File: src/hw/pfs_pkg.sv
// package: register map, field positions and pin constants of the function-select block
package pfs_pkg;
  localparam int NREG = 18; // select registers, pins p2.1 .. p4.2
  localparam int IDX_W = 5; // width of a register slot number
  localparam int ADDR_W = 18; // byte address width on the bus

  // register indices; byte address is four times the index
  localparam logic [15:0] P2_1_FUNCTION_SELECT = 16'ha071;
  localparam logic [15:0] P2_2_FUNCTION_SELECT = 16'ha072;
  localparam logic [15:0] P2_3_FUNCTION_SELECT = 16'ha073;
  localparam logic [15:0] P2_4_FUNCTION_SELECT = 16'ha074;
  localparam logic [15:0] P2_5_FUNCTION_SELECT = 16'ha075;
  localparam logic [15:0] P2_6_FUNCTION_SELECT = 16'ha076;
  localparam logic [15:0] P2_7_FUNCTION_SELECT = 16'ha077;
  localparam logic [15:0] P3_0_FUNCTION_SELECT = 16'ha078;
  localparam logic [15:0] P3_1_FUNCTION_SELECT = 16'ha079;
  localparam logic [15:0] P3_2_FUNCTION_SELECT = 16'ha07a;
  localparam logic [15:0] P3_3_FUNCTION_SELECT = 16'ha07b;
  localparam logic [15:0] P3_4_FUNCTION_SELECT = 16'ha07c;
  localparam logic [15:0] P3_5_FUNCTION_SELECT = 16'ha07d;
  localparam logic [15:0] P3_6_FUNCTION_SELECT = 16'ha07e;
  localparam logic [15:0] P3_7_FUNCTION_SELECT = 16'ha07f;
  localparam logic [15:0] P4_0_FUNCTION_SELECT = 16'ha0d0;
  localparam logic [15:0] P4_1_FUNCTION_SELECT = 16'ha0d1;
  localparam logic [15:0] P4_2_FUNCTION_SELECT = 16'ha0d2;
  // slot order used everywhere: slot n is pin n of the list above
  localparam logic [15:0] REG_INDEX [NREG] = '{
    P2_1_FUNCTION_SELECT, P2_2_FUNCTION_SELECT, P2_3_FUNCTION_SELECT, P2_4_FUNCTION_SELECT,
    P2_5_FUNCTION_SELECT, P2_6_FUNCTION_SELECT, P2_7_FUNCTION_SELECT, P3_0_FUNCTION_SELECT,
    P3_1_FUNCTION_SELECT, P3_2_FUNCTION_SELECT, P3_3_FUNCTION_SELECT, P3_4_FUNCTION_SELECT,
    P3_5_FUNCTION_SELECT, P3_6_FUNCTION_SELECT, P3_7_FUNCTION_SELECT, P4_0_FUNCTION_SELECT,
    P4_1_FUNCTION_SELECT, P4_2_FUNCTION_SELECT};
  // implemented bits of each register
  localparam logic [7:0] REG_MASK [NREG] = '{
    8'h03, 8'h03, 8'h83, 8'h03, 8'h03, 8'h01, 8'h01, 8'h03, 8'h03,
    8'h83, 8'h03, 8'h03, 8'h03, 8'h03, 8'h03, 8'h0f, 8'h03, 8'h01};
  localparam logic [7:0] SEL_RESET = 8'h00; // value after reset

  // field positions
  localparam int GENERAL_IO_SELECT_BIT = 0;
  localparam int PIN_FUNCTION_SELECT_BIT = 1;
  localparam int CONSUMER_CONTROL_WAKE_SELECT_BIT = 2;
  localparam int CAN_RECEIVE_PIN_SELECT_BIT = 3;
  localparam int VOLTAGE_DAC_OUTPUT_SELECT_BIT = 7;

  // slots with special side logic
  localparam int PIN_P2_1 = 1 - 1;
  localparam int PIN_P2_3 = 2;
  localparam int PIN_P3_2 = 9;
  localparam int PIN_P3_4 = 11;
  localparam int PIN_P4_0 = 15;

  // pins whose peripheral may drive the pad
  localparam logic [NREG-1:0] FN_OUT_CAP = 18'h1f792;
  // level a peripheral input sees while its pin is not selected
  localparam logic [NREG-1:0] FN_IN_IDLE = 18'h18804;
  localparam logic LINE_IDLE = 1'b1; // idle level of interrupt and can lines

  // bus answers
  localparam logic [1:0] RESP_OKAY = 2'h0;
  localparam logic [1:0] RESP_SLVERR = 2'h2;
endpackage

File: src/hw/pfs_reg_if.sv
// interface: access to the select-register store
`timescale 1ns/1ps
interface pfs_reg_if;
  logic wr_en; // write strobe
  logic [pfs_pkg::IDX_W-1:0] wr_idx; // slot written
  logic [7:0] wr_data; // byte written
  logic rd_en; // read strobe
  logic [pfs_pkg::IDX_W-1:0] rd_idx; // slot read
  logic [7:0] rd_data; // registered read byte
  logic [pfs_pkg::NREG-1:0][7:0] sel; // every select byte, live
  modport ctrl (output wr_en, wr_idx, wr_data, rd_en, rd_idx, input rd_data, sel);
  modport store (input wr_en, wr_idx, wr_data, rd_en, rd_idx, output rd_data, sel);
endinterface

File: src/hw/pfs_regfile.sv
// module: select-register store with masked writes and registered read
`timescale 1ns/1ps
module pfs_regfile (
  input wire logic clk,
  input wire logic rst_n,
  pfs_reg_if.store rif
);
  logic [pfs_pkg::NREG-1:0][7:0] sel_ff; // select bytes
  logic [7:0] rd_data_ff; // read port register

  // write port, unused bits never stored
  always_ff @(posedge clk or negedge rst_n) begin
    if (!rst_n) begin
      for (int i = 0; i < pfs_pkg::NREG; i++) begin
        sel_ff[i] <= pfs_pkg::SEL_RESET;
      end
    end else if (rif.wr_en && rif.wr_idx < pfs_pkg::IDX_W'(pfs_pkg::NREG)) begin
      sel_ff[rif.wr_idx] <= rif.wr_data & pfs_pkg::REG_MASK[rif.wr_idx];
    end
  end

  // read port, data valid the edge after the strobe
  always_ff @(posedge clk or negedge rst_n) begin
    if (!rst_n) begin
      rd_data_ff <= pfs_pkg::SEL_RESET;
    end else if (rif.rd_en && rif.rd_idx < pfs_pkg::IDX_W'(pfs_pkg::NREG)) begin
      rd_data_ff <= sel_ff[rif.rd_idx];
    end
  end

  assign rif.sel = sel_ff;
  assign rif.rd_data = rd_data_ff;

  reset_clear_a: assert property (@(posedge clk) $rose(rst_n) |-> (sel_ff == '0))
    else $error("select registers not clear after reset");

  for (genvar k = 0; k < pfs_pkg::NREG; k++) begin : g_chk
    unused_zero_a: assert property (@(posedge clk) disable iff (!rst_n)
      (sel_ff[k] & ~pfs_pkg::REG_MASK[k]) == 8'h00)
      else $error("unused select bit is set");
    write_back_a: assert property (@(posedge clk) disable iff (!rst_n)
      (rif.wr_en && rif.wr_idx == pfs_pkg::IDX_W'(k))
      |=> sel_ff[k] == ($past(rif.wr_data) & pfs_pkg::REG_MASK[k]))
      else $error("select register did not take written value");
  end
endmodule

File: src/hw/pfs_pin_cell.sv
// module: one pad's output, enable and input routing
`timescale 1ns/1ps
module pfs_pin_cell #(
  parameter logic OUT_CAP = 1'b0,
  parameter logic IN_IDLE = 1'b0
) (
  input wire logic clk,
  input wire logic rst_n,
  input wire logic sel_gpio,
  input wire logic sel_fn,
  input wire logic gpio_out,
  input wire logic gpio_oe,
  input wire logic fn_out,
  input wire logic fn_oe,
  input wire logic pad_in,
  output logic pad_out_ff,
  output logic pad_oe_n_ff,
  output logic gpio_in_ff,
  output logic fn_in_ff
);
  // peripheral wins over gpio if software breaks exclusivity
  always_ff @(posedge clk or negedge rst_n) begin
    if (!rst_n) begin
      pad_out_ff <= 1'b0;
      pad_oe_n_ff <= 1'b1;
      gpio_in_ff <= 1'b0;
      fn_in_ff <= IN_IDLE;
    end else if (sel_fn) begin
      // peripheral owns pad
      pad_out_ff <= fn_out;
      pad_oe_n_ff <= ~(OUT_CAP & fn_oe);
      gpio_in_ff <= 1'b0;
      fn_in_ff <= pad_in;
    end else if (sel_gpio) begin
      pad_out_ff <= gpio_out;
      pad_oe_n_ff <= ~gpio_oe;
      gpio_in_ff <= pad_in;
      fn_in_ff <= IN_IDLE;
    end else begin
      pad_out_ff <= 1'b0;
      pad_oe_n_ff <= 1'b1;
      gpio_in_ff <= 1'b0;
      fn_in_ff <= IN_IDLE;
    end
  end

  gpio_drive_a: assert property (@(posedge clk) disable iff (!rst_n)
    (sel_gpio && !sel_fn) |=> (pad_oe_n_ff == !$past(gpio_oe) && gpio_in_ff == $past(pad_in)))
    else $error("gpio pin not following gpio controls");
  idle_pin_a: assert property (@(posedge clk) disable iff (!rst_n)
    (!sel_gpio && !sel_fn) |=> (pad_oe_n_ff && fn_in_ff == IN_IDLE && !gpio_in_ff))
    else $error("unselected pin driven or input not idle");
endmodule

File: src/hw/pfs_top.sv
// module: function-select registers for pins p2.1 to p4.2 with bus slave and pad routing
`timescale 1ns/1ps
module pfs_top (
  input wire logic mclk,
  input wire logic nrst,
  // bus write address
  input wire logic [pfs_pkg::ADDR_W-1:0] axi_awaddr,
  input wire logic axi_awvalid,
  output logic axi_awready,
  // bus write data
  input wire logic [31:0] axi_wdata,
  input wire logic [3:0] axi_wstrb,
  input wire logic axi_wvalid,
  output logic axi_wready,
  // bus write response
  output logic [1:0] axi_bresp,
  output logic axi_bvalid,
  input wire logic axi_bready,
  // bus read address
  input wire logic [pfs_pkg::ADDR_W-1:0] axi_araddr,
  input wire logic axi_arvalid,
  output logic axi_arready,
  // bus read data
  output logic [31:0] axi_rdata,
  output logic [1:0] axi_rresp,
  output logic axi_rvalid,
  input wire logic axi_rready,
  // pads, one bit per slot
  input wire logic [pfs_pkg::NREG-1:0] pad_in,
  output logic [pfs_pkg::NREG-1:0] pad_out,
  output logic [pfs_pkg::NREG-1:0] pad_oe_n,
  // gpio controller side
  input wire logic [pfs_pkg::NREG-1:0] gpio_out,
  input wire logic [pfs_pkg::NREG-1:0] gpio_oe,
  output logic [pfs_pkg::NREG-1:0] gpio_in,
  // peripheral side, slot n serves pin n's function
  input wire logic [pfs_pkg::NREG-1:0] periph_out,
  input wire logic [pfs_pkg::NREG-1:0] periph_oe,
  output logic [pfs_pkg::NREG-1:0] periph_in,
  input wire logic spi_is_slave,
  // side functions
  output logic crystal_output_select,
  output logic [1:0] voltage_dac_output_select,
  output logic pin_interrupt_line_0_3,
  output logic pin_interrupt_line_0_2,
  output logic can_receive,
  output logic consumer_control_stop_wake,
  output logic consumer_control_wake_capable
);
  localparam int NREG = pfs_pkg::NREG; // slot count
  localparam int IDX_W = pfs_pkg::IDX_W; // slot number width
  localparam int ADDR_W = pfs_pkg::ADDR_W; // address width
  localparam int FN = pfs_pkg::PIN_FUNCTION_SELECT_BIT; // peripheral bit
  localparam int GIO = pfs_pkg::GENERAL_IO_SELECT_BIT; // gpio bit

  // reset synchroniser
  logic rst_meta_ff; // first stage
  logic rst_sync_ff; // second stage
  logic rst_n; // released reset for the block

  // pad input synchroniser
  logic [NREG-1:0] pad_meta_ff; // first stage
  logic [NREG-1:0] pad_sync_ff; // second stage

  // write channel state
  logic aw_full_ff; // address held
  logic awready_ff; // address ready
  logic [ADDR_W-1:0] aw_addr_ff; // held address
  logic w_full_ff; // data held
  logic wready_ff; // data ready
  logic [7:0] w_data_ff; // held low byte
  logic w_lane0_ff; // low byte lane enabled
  logic bvalid_ff; // response pending
  logic [1:0] bresp_ff; // response code

  // read channel state
  logic arready_ff; // address ready
  logic rd_wait_ff; // store read in flight
  logic ar_hit_ff; // read address mapped
  logic rvalid_ff; // data pending
  logic [31:0] rdata_ff; // read data
  logic [1:0] rresp_ff; // read response

  // side function flops
  logic crystal_sel_ff; // crystal output enable
  logic [1:0] dac_sel_ff; // dac output on p3.2, p2.3
  logic pint03_ff; // interrupt line from p2.3
  logic pint02_ff; // interrupt line from p4.0
  logic can_rx_ff; // can receive input
  logic cec_wake_ff; // stop wakeup request
  logic cec_cap_ff; // consumer-control wake ability

  // decode results
  logic [IDX_W:0] dec_w; // write hit and slot
  logic [IDX_W:0] dec_r; // read hit and slot
  logic wr_fire; // both halves held, answer now
  logic ar_take; // read address taken

  pfs_reg_if rif (); // store access

  // address to hit flag and slot; used for both channels
  function automatic logic [IDX_W:0] decode(input logic [ADDR_W-1:0] a);
    logic [IDX_W:0] r;
    r = '0;
    for (int i = 0; i < NREG; i++) begin
      if (a[1:0] == 2'h0 && a[ADDR_W-1:2] == pfs_pkg::REG_INDEX[i]) begin
        r = {1'b1, IDX_W'(i)};
      end
    end
    return r;
  endfunction

  // reset release through two flops
  always_ff @(posedge mclk or negedge nrst) begin
    if (!nrst) begin
      rst_meta_ff <= 1'b0;
      rst_sync_ff <= 1'b0;
    end else begin
      rst_meta_ff <= 1'b1;
      rst_sync_ff <= rst_meta_ff;
    end
  end
  assign rst_n = rst_sync_ff;

  // pads come from outside, two flops before use
  always_ff @(posedge mclk or negedge rst_n) begin
    if (!rst_n) begin
      pad_meta_ff <= '0;
      pad_sync_ff <= '0;
    end else begin
      pad_meta_ff <= pad_in;
      pad_sync_ff <= pad_meta_ff;
    end
  end

  // register store
  pfs_regfile u_regs (
    .clk(mclk),
    .rst_n(rst_n),
    .rif(rif)
  );

  // write: address and data taken in either order
  assign dec_w = decode(aw_addr_ff);
  assign wr_fire = aw_full_ff & w_full_ff & ~bvalid_ff;
  assign rif.wr_en = wr_fire & dec_w[IDX_W] & w_lane0_ff;
  assign rif.wr_idx = dec_w[IDX_W-1:0];
  assign rif.wr_data = w_data_ff;

  // write address channel
  always_ff @(posedge mclk or negedge rst_n) begin
    if (!rst_n) begin
      aw_full_ff <= 1'b0;
      awready_ff <= 1'b1;
      aw_addr_ff <= '0;
    end else if (axi_awvalid && awready_ff) begin
      // hold address until response taken
      aw_full_ff <= 1'b1;
      awready_ff <= 1'b0;
      aw_addr_ff <= axi_awaddr;
    end else if (bvalid_ff && axi_bready) begin
      // ready for the next write
      aw_full_ff <= 1'b0;
      awready_ff <= 1'b1;
    end
  end

  // write data channel
  always_ff @(posedge mclk or negedge rst_n) begin
    if (!rst_n) begin
      w_full_ff <= 1'b0;
      wready_ff <= 1'b1;
      w_data_ff <= '0;
      w_lane0_ff <= 1'b0;
    end else if (axi_wvalid && wready_ff) begin
      // only the low lane carries a select byte
      w_full_ff <= 1'b1;
      wready_ff <= 1'b0;
      w_data_ff <= axi_wdata[7:0];
      w_lane0_ff <= axi_wstrb[0];
    end else if (bvalid_ff && axi_bready) begin
      w_full_ff <= 1'b0;
      wready_ff <= 1'b1;
    end
  end

  // write response
  always_ff @(posedge mclk or negedge rst_n) begin
    if (!rst_n) begin
      bvalid_ff <= 1'b0;
      bresp_ff <= pfs_pkg::RESP_OKAY;
    end else if (wr_fire) begin
      // unmapped address answers slave error
      bvalid_ff <= 1'b1;
      bresp_ff <= dec_w[IDX_W] ? pfs_pkg::RESP_OKAY : pfs_pkg::RESP_SLVERR;
    end else if (axi_bready) begin
      bvalid_ff <= 1'b0;
    end
  end

  // read: store reads on the address edge
  assign ar_take = axi_arvalid & arready_ff;
  assign dec_r = decode(axi_araddr);
  assign rif.rd_en = ar_take & dec_r[IDX_W];
  assign rif.rd_idx = dec_r[IDX_W-1:0];

  // read address channel
  always_ff @(posedge mclk or negedge rst_n) begin
    if (!rst_n) begin
      arready_ff <= 1'b1;
      rd_wait_ff <= 1'b0;
      ar_hit_ff <= 1'b0;
    end else if (ar_take) begin
      // one read at a time
      arready_ff <= 1'b0;
      rd_wait_ff <= 1'b1;
      ar_hit_ff <= dec_r[IDX_W];
    end else begin
      rd_wait_ff <= 1'b0;
      if (rvalid_ff && axi_rready) begin
        arready_ff <= 1'b1;
      end
    end
  end

  // read data channel
  always_ff @(posedge mclk or negedge rst_n) begin
    if (!rst_n) begin
      rvalid_ff <= 1'b0;
      rdata_ff <= '0;
      rresp_ff <= pfs_pkg::RESP_OKAY;
    end else if (rd_wait_ff) begin
      // byte in low lane, upper bits zero
      rvalid_ff <= 1'b1;
      rdata_ff <= ar_hit_ff ? {24'h000000, rif.rd_data} : 32'h00000000;
      rresp_ff <= ar_hit_ff ? pfs_pkg::RESP_OKAY : pfs_pkg::RESP_SLVERR;
    end else if (axi_rready) begin
      rvalid_ff <= 1'b0;
    end
  end

  // pin cells
  for (genvar p = 0; p < NREG; p++) begin : g_pin
    logic sel_fn; // peripheral owns this pin
    if (p == pfs_pkg::PIN_P3_4) begin : g_ss
      // chip enable gated by slave mode
      assign sel_fn = rif.sel[p][FN] & spi_is_slave;
    end else begin : g_fn
      assign sel_fn = rif.sel[p][FN];
    end
    pfs_pin_cell #(
      .OUT_CAP(pfs_pkg::FN_OUT_CAP[p]),
      .IN_IDLE(pfs_pkg::FN_IN_IDLE[p])
    ) u_cell (
      .clk(mclk),
      .rst_n(rst_n),
      .sel_gpio(rif.sel[p][GIO]),
      .sel_fn(sel_fn),
      .gpio_out(gpio_out[p]),
      .gpio_oe(gpio_oe[p]),
      .fn_out(periph_out[p]),
      .fn_oe(periph_oe[p]),
      .pad_in(pad_sync_ff[p]),
      .pad_out_ff(pad_out[p]),
      .pad_oe_n_ff(pad_oe_n[p]),
      .gpio_in_ff(gpio_in[p]),
      .fn_in_ff(periph_in[p])
    );
  end

  // analog selects and side lines
  always_ff @(posedge mclk or negedge rst_n) begin
    if (!rst_n) begin
      crystal_sel_ff <= 1'b0;
      dac_sel_ff <= 2'h0;
      pint03_ff <= pfs_pkg::LINE_IDLE;
      pint02_ff <= pfs_pkg::LINE_IDLE;
      can_rx_ff <= pfs_pkg::LINE_IDLE;
      cec_wake_ff <= 1'b0;
      cec_cap_ff <= 1'b0;
    end else begin
      crystal_sel_ff <= rif.sel[pfs_pkg::PIN_P2_1][FN];
      // dac output enables, pad analog set by software
      dac_sel_ff <= {rif.sel[pfs_pkg::PIN_P3_2][pfs_pkg::VOLTAGE_DAC_OUTPUT_SELECT_BIT],
                     rif.sel[pfs_pkg::PIN_P2_3][pfs_pkg::VOLTAGE_DAC_OUTPUT_SELECT_BIT]};
      // receive pin also drives interrupt line
      pint03_ff <= rif.sel[pfs_pkg::PIN_P2_3][FN] ? pad_sync_ff[pfs_pkg::PIN_P2_3] : pfs_pkg::LINE_IDLE;
      // can receive and its wake interrupt
      if (rif.sel[pfs_pkg::PIN_P4_0][pfs_pkg::CAN_RECEIVE_PIN_SELECT_BIT]) begin
        pint02_ff <= pad_sync_ff[pfs_pkg::PIN_P4_0];
        can_rx_ff <= pad_sync_ff[pfs_pkg::PIN_P4_0];
      end else begin
        pint02_ff <= pfs_pkg::LINE_IDLE;
        can_rx_ff <= pfs_pkg::LINE_IDLE;
      end
      // low on the line requests wake
      cec_wake_ff <= rif.sel[pfs_pkg::PIN_P4_0][pfs_pkg::CONSUMER_CONTROL_WAKE_SELECT_BIT]
                     & ~pad_sync_ff[pfs_pkg::PIN_P4_0];
      cec_cap_ff <= rif.sel[pfs_pkg::PIN_P4_0][FN];
    end
  end

  // outputs straight from flops
  assign axi_awready = awready_ff;
  assign axi_wready = wready_ff;
  assign axi_bvalid = bvalid_ff;
  assign axi_bresp = bresp_ff;
  assign axi_arready = arready_ff;
  assign axi_rvalid = rvalid_ff;
  assign axi_rdata = rdata_ff;
  assign axi_rresp = rresp_ff;
  assign crystal_output_select = crystal_sel_ff;
  assign voltage_dac_output_select = dac_sel_ff;
  assign pin_interrupt_line_0_3 = pint03_ff;
  assign pin_interrupt_line_0_2 = pint02_ff;
  assign can_receive = can_rx_ff;
  assign consumer_control_stop_wake = cec_wake_ff;
  assign consumer_control_wake_capable = cec_cap_ff;

  crystal_sel_a: assert property (@(posedge mclk) disable iff (!rst_n)
    (rif.wr_en && rif.wr_idx == IDX_W'(pfs_pkg::PIN_P2_1) && rif.wr_data[FN])
    |=> ##1 crystal_output_select)
    else $error("crystal output not selected two cycles after write");
  rx_interrupt_a: assert property (@(posedge mclk) disable iff (!rst_n)
    rif.sel[pfs_pkg::PIN_P2_3][FN]
    |=> pin_interrupt_line_0_3 == $past(pad_sync_ff[pfs_pkg::PIN_P2_3]))
    else $error("interrupt line 0.3 not following receive pin");
  ss_gate_a: assert property (@(posedge mclk) disable iff (!rst_n)
    (!spi_is_slave && rif.sel[pfs_pkg::PIN_P3_4][FN]) |=> periph_in[pfs_pkg::PIN_P3_4])
    else $error("chip enable passed while spi is not slave");
  can_rx_a: assert property (@(posedge mclk) disable iff (!rst_n)
    rif.sel[pfs_pkg::PIN_P4_0][pfs_pkg::CAN_RECEIVE_PIN_SELECT_BIT]
    |=> (can_receive == $past(pad_sync_ff[pfs_pkg::PIN_P4_0])) && (pin_interrupt_line_0_2 == can_receive))
    else $error("can receive or interrupt 0.2 not following pin");
  cec_wake_a: assert property (@(posedge mclk) disable iff (!rst_n)
    consumer_control_stop_wake |-> !$past(pad_sync_ff[pfs_pkg::PIN_P4_0]))
    else $error("stop wake without low level on line");
  wr_answer_a: assert property (@(posedge mclk) disable iff (!rst_n)
    (axi_awvalid && awready_ff && axi_wvalid && wready_ff) |=> !axi_bvalid ##1 axi_bvalid)
    else $error("write response not two cycles after address and data");
  rd_answer_a: assert property (@(posedge mclk) disable iff (!rst_n)
    ar_take |=> !axi_rvalid ##1 (axi_rvalid && axi_rdata[31:8] == 24'h000000))
    else $error("read answer late or upper bits set");
endmodule

File: config.mk
export PLATFORM = sky130hd
export DESIGN_NAME = pfs_top
export DESIGN_NICKNAME = d
export VERILOG_FILES = /design/src/hw/pfs_pkg.sv /design/src/hw/pfs_reg_if.sv /design/src/hw/pfs_regfile.sv /design/src/hw/pfs_pin_cell.sv /design/src/hw/pfs_top.sv
export SDC_FILE = /design/constraint.sdc
export NUM_CORES = 1
export LEC_CHECK = 0
export BUFFER_PORTS_ARGS = -buffer_cell sky130_fd_sc_hd__buf_2
export CAP_MARGIN = 0
export CORE_MARGIN = 10
export CORE_UTILIZATION = 43
export CTS_CLUSTER_DIAMETER = 50
export CTS_CLUSTER_SIZE = 16
export DETAILED_ROUTE_END_ITERATION = 8
export PLACE_DENSITY = 0.8
export SLEW_MARGIN = 20
export SYNTH_ARGS = -nofsm -noshare
export SYNTH_HDL_FRONTEND = slang
export SYNTH_SLANG_ARGS = --single-unit
File: constraint.sdc
create_clock -name mclk -period 7.55 [get_ports mclk]
set_input_delay 1.51 -clock mclk [delete_from_list [all_inputs] [get_ports mclk]]
set_output_delay 1.51 -clock mclk [all_outputs]
set_load 0.01 [all_outputs]
==> results_dict.tcl <==
set metrics [dict create \
    root_buffer "clkbuf_16" \
    slowest_delay_ns 0.84 \
    ir_drop_mv 0.262 \
    antenna_left 0 \
    drt-total-wl_um 23800 \
    hold_violations 0 \
    dp_cells 1329 \
    post-cts-setup-buffer-count 0 \
    ctsHtreeMaxLevel 1 \
    setup_viol 0 \
    antenna_found_initial 0 \
    critPathMaxFanout 10 \
    cp-end-kind "register" \
    syn-instance-count 873 \
    critPathKind "in -> reg" \
    layout.nets 1209 \
    port_buffers 224 \
    die_area_sq_mm 0.0316 \
    drc 0 \
    hp-class "reg -> reg" \
    antenna_cells 0 \
    grt-ovfl-total 0 \
    place.gp.congestion 0.843 \
    mostFrequentLayoutCells "dfrtp_1, buf_2, mux2_2" \
    grt_max_degree 178 \
    synth_ff_type "dfrtp_1" \
    synth_edf_count 0 \
    yosys.cell_types.count 64 \
    max_slew_margin_pct 35.4 \
    first_pass_iters 4 \
    status "completed" \
    pin_count 291 \
    post-route-period-util_pct 52.8 \
    synth-async-reset-ratio_pct 100 \
    critPathLaunchType "input pin" \
    finish.utilization_pct 51.3 \
    synthesis.area_sq_mm 0.0107 \
    fill_cells 2159 \
    yosysSeqAreaShare_pct 59.0 \
    layout.cells.non_filler 1381 \
    grt_pass1_vias 7101 \
    drtIter0Drc 396 \
    max-cap-violations 0 \
    drive_gt1_share_pct 37.5 \
    die_x_um 178 \
    worstMarginPinSlew_ns 0.967 \
    critPathRequiredTime_ns 7.92 \
    post_cts_resized 0 \
    grt_usage_pct 14.4 \
    cts_tree "done" \
    cts_buffers 28 \
    worstPathArrival_ns 4.36 \
    start_util_pct 43.9 \
    std_cell_rows 57 \
    clk_latency_ns 0.53 \
    ctsHoldBuffers 0 \
    synth_area_per_cell_sq_um 12.3 \
    syn2layout_area_growth_pct 16.8 \
    rsz0062_at_grt "no" \
    p_leak_nw 6.07 \
    cts.sinks 251 \
    setup_tns_ns 0 \
    yosys_warnings 0 \
    cts_buffer_depth 3 \
    ys_ff_latch 251 \
    hpwl_um 17400 \
    period_needed_ns 3.99 \
    num_vias 6876 \
    die_y_um 178 \
    finalPower_mw 3.22 \
    viasPerCell 4.98 \
    drt-wirelength-per-cell_um 17.2 \
    p_per_area_mw_per_mm2 258 \
    max_freq_mhz 251 \
    path_clk_slew_ns 0.06 \
    cp_cell_sequence "buf_2, or4_1, nor4_2, a21boi_1, nand3_1, a41oi_1, a21o_1, o31ai_2" \
    core_area_sq_mm 0.0244 \
    maxSlewViolCount 0 \
    grt_pass1_wl_um 37100 \
    finalClockSkew_ns 0.0239 \
    cpMaxStageDelayCell "a21boi_1" \
]
## cell usage after synthesis, types with 2 or more instances
library cell  count  share of area [%]
dfrtp_1         225                 53
buf_4           104                7.3
mux2_2           70                7.4
nand2_1          58                2.0
nor2b_1          49                2.9
and2_1           44                2.6
nand3_1          39                1.8
mux2i_1          29                2.7
dfstp_2          26                6.4
nor2_1           26               0.91
o21ai_0          24                1.1
a22oi_1          19                1.3
a22o_1           17                1.4
a21oi_1          13               0.61
inv_1            13               0.46
clkbuf_1         12               0.42
a32oi_1           7               0.57
nand2b_1          7               0.41
a21o_1            5               0.35
buf_2             5               0.23
or2_2             5               0.29
ha_1              4               0.47
nor4b_1           4               0.33
o31ai_2           4               0.47
a31oi_1           3               0.18
a41oi_1           3               0.25
o22ai_1           3               0.18
or4_1             3               0.21
a32o_1            2               0.19
and3_1            2               0.12
buf_1             2              0.070
buf_6             2               0.21
conb_1            2              0.070
nand3b_1          2               0.14
nand4b_1          2               0.16
nand4bb_1         2               0.21
nor3_1            2              0.093
nor4_1            2               0.12
nor4_2            2               0.23
o21a_1            2               0.14
o21ai_1           2              0.093
o21bai_1          2               0.14
o41ai_1           2               0.16
xnor2_1           2               0.16
## area by class of cell
class	instances	area [sq um]	share of cell area [%]
Sequential cell	251	6320	50.5
Multi-Input combinational cell	512	3570	28.5
Timing Repair Buffer	229	1170	9.37
Clock buffer	31	753	6.02
Tap cell	324	405	3.24
Clock inverter	21	239	1.91
Inverter	13	48.8	0.390
## where the power goes
part / internal, mW / switching [mW] / leakage [nW]
sequential: 1.44 / 0.0949 / 3.24
clock: 0.839 / 0.570 / 0.467
combinational: 0.135 / 0.144 / 2.37
total: 2.41 / 0.809 / 6.07
## metrics by stage
stage	setup slack, ns	hold WS [ns]	instance area (sq um)
2_1_floorplan	0.0826	0.331	10800
3_3_place_gp	3.15	0.331	11500
3_5_place_dp	3.09	0.335	11500
4_1_cts	3.64	0.348	12500
5_1_grt	3.40	0.346	12500
6_report	3.56	0.347	12500
## critical path: cells and delay by family
kind	cells	cell delay [ns]
buffers and inverters	1	0.10
AND/OR/NAND/NOR	3	1.35
AO/OA/AOI/OAI	4	1.38
## kinds of logic after synthesis
family                     share of synthesized area, %
buffers and inverters                              8.68
DFF                                                59.0
muxes                                              10.2
adders and majority gates                         0.467
other                                            0.0701
and+or+nand+nor                                    13.3
AOI/OAI and AO/OA                                  8.14
xor gates and xnor gates                          0.164
## state kept, by name, summed over array words and instances, names as in the netlist, 2 cells and up
| signal | flops |
|---|---|
| g_pin.u_cell.fn_in_ff | 18 |
| rif.wr_data | 5 |
| voltage_dac_output_select | 2 |
| pad_meta_ff | 18 |
| g_pin.u_cell.pad_out_ff | 18 |
| aw_addr_ff | 18 |
| u_regs.rif.rd_data | 5 |
| pad_sync_ff | 18 |
| g_pin.u_cell.pad_oe_n_ff | 18 |
| u_regs.rif.sel | 90 |
| g_pin.u_cell.gpio_in_ff | 18 |
| axi_rdata | 5 |
## worst paths after layout
check	slack [ns]	cells past startpoint	start	end
max	3.56	8	axi_araddr[1]	u_regs.rif.rd_data[1]
min	0.35	0	pad_meta_ff[0]	pad_sync_ff[0]
max reg2reg	4.44	10	aw_addr_ff[5]	u_regs.rif.sel[49]
min reg2reg	0.35	0	pad_meta_ff[0]	pad_sync_ff[0]
max in group asynchronous	5.69	1	rst_n	g_pin[3].u_cell.gpio_in_ff
min in group asynchronous	0.45	0	rst_n	pad_meta_ff[9]
## layer usage
metal / track usage, % / wire (um) / vias to the layer above
li1: - / - / 3231
met1: 17.4 / 9520 / 3385
met2: 24.8 / 12100 / 225
met3: 3.95 / 1780 / 35
met4: 3.92 / 446 / 0
met5: 0 / 0 / -
(Power assumes the default switching activity.)
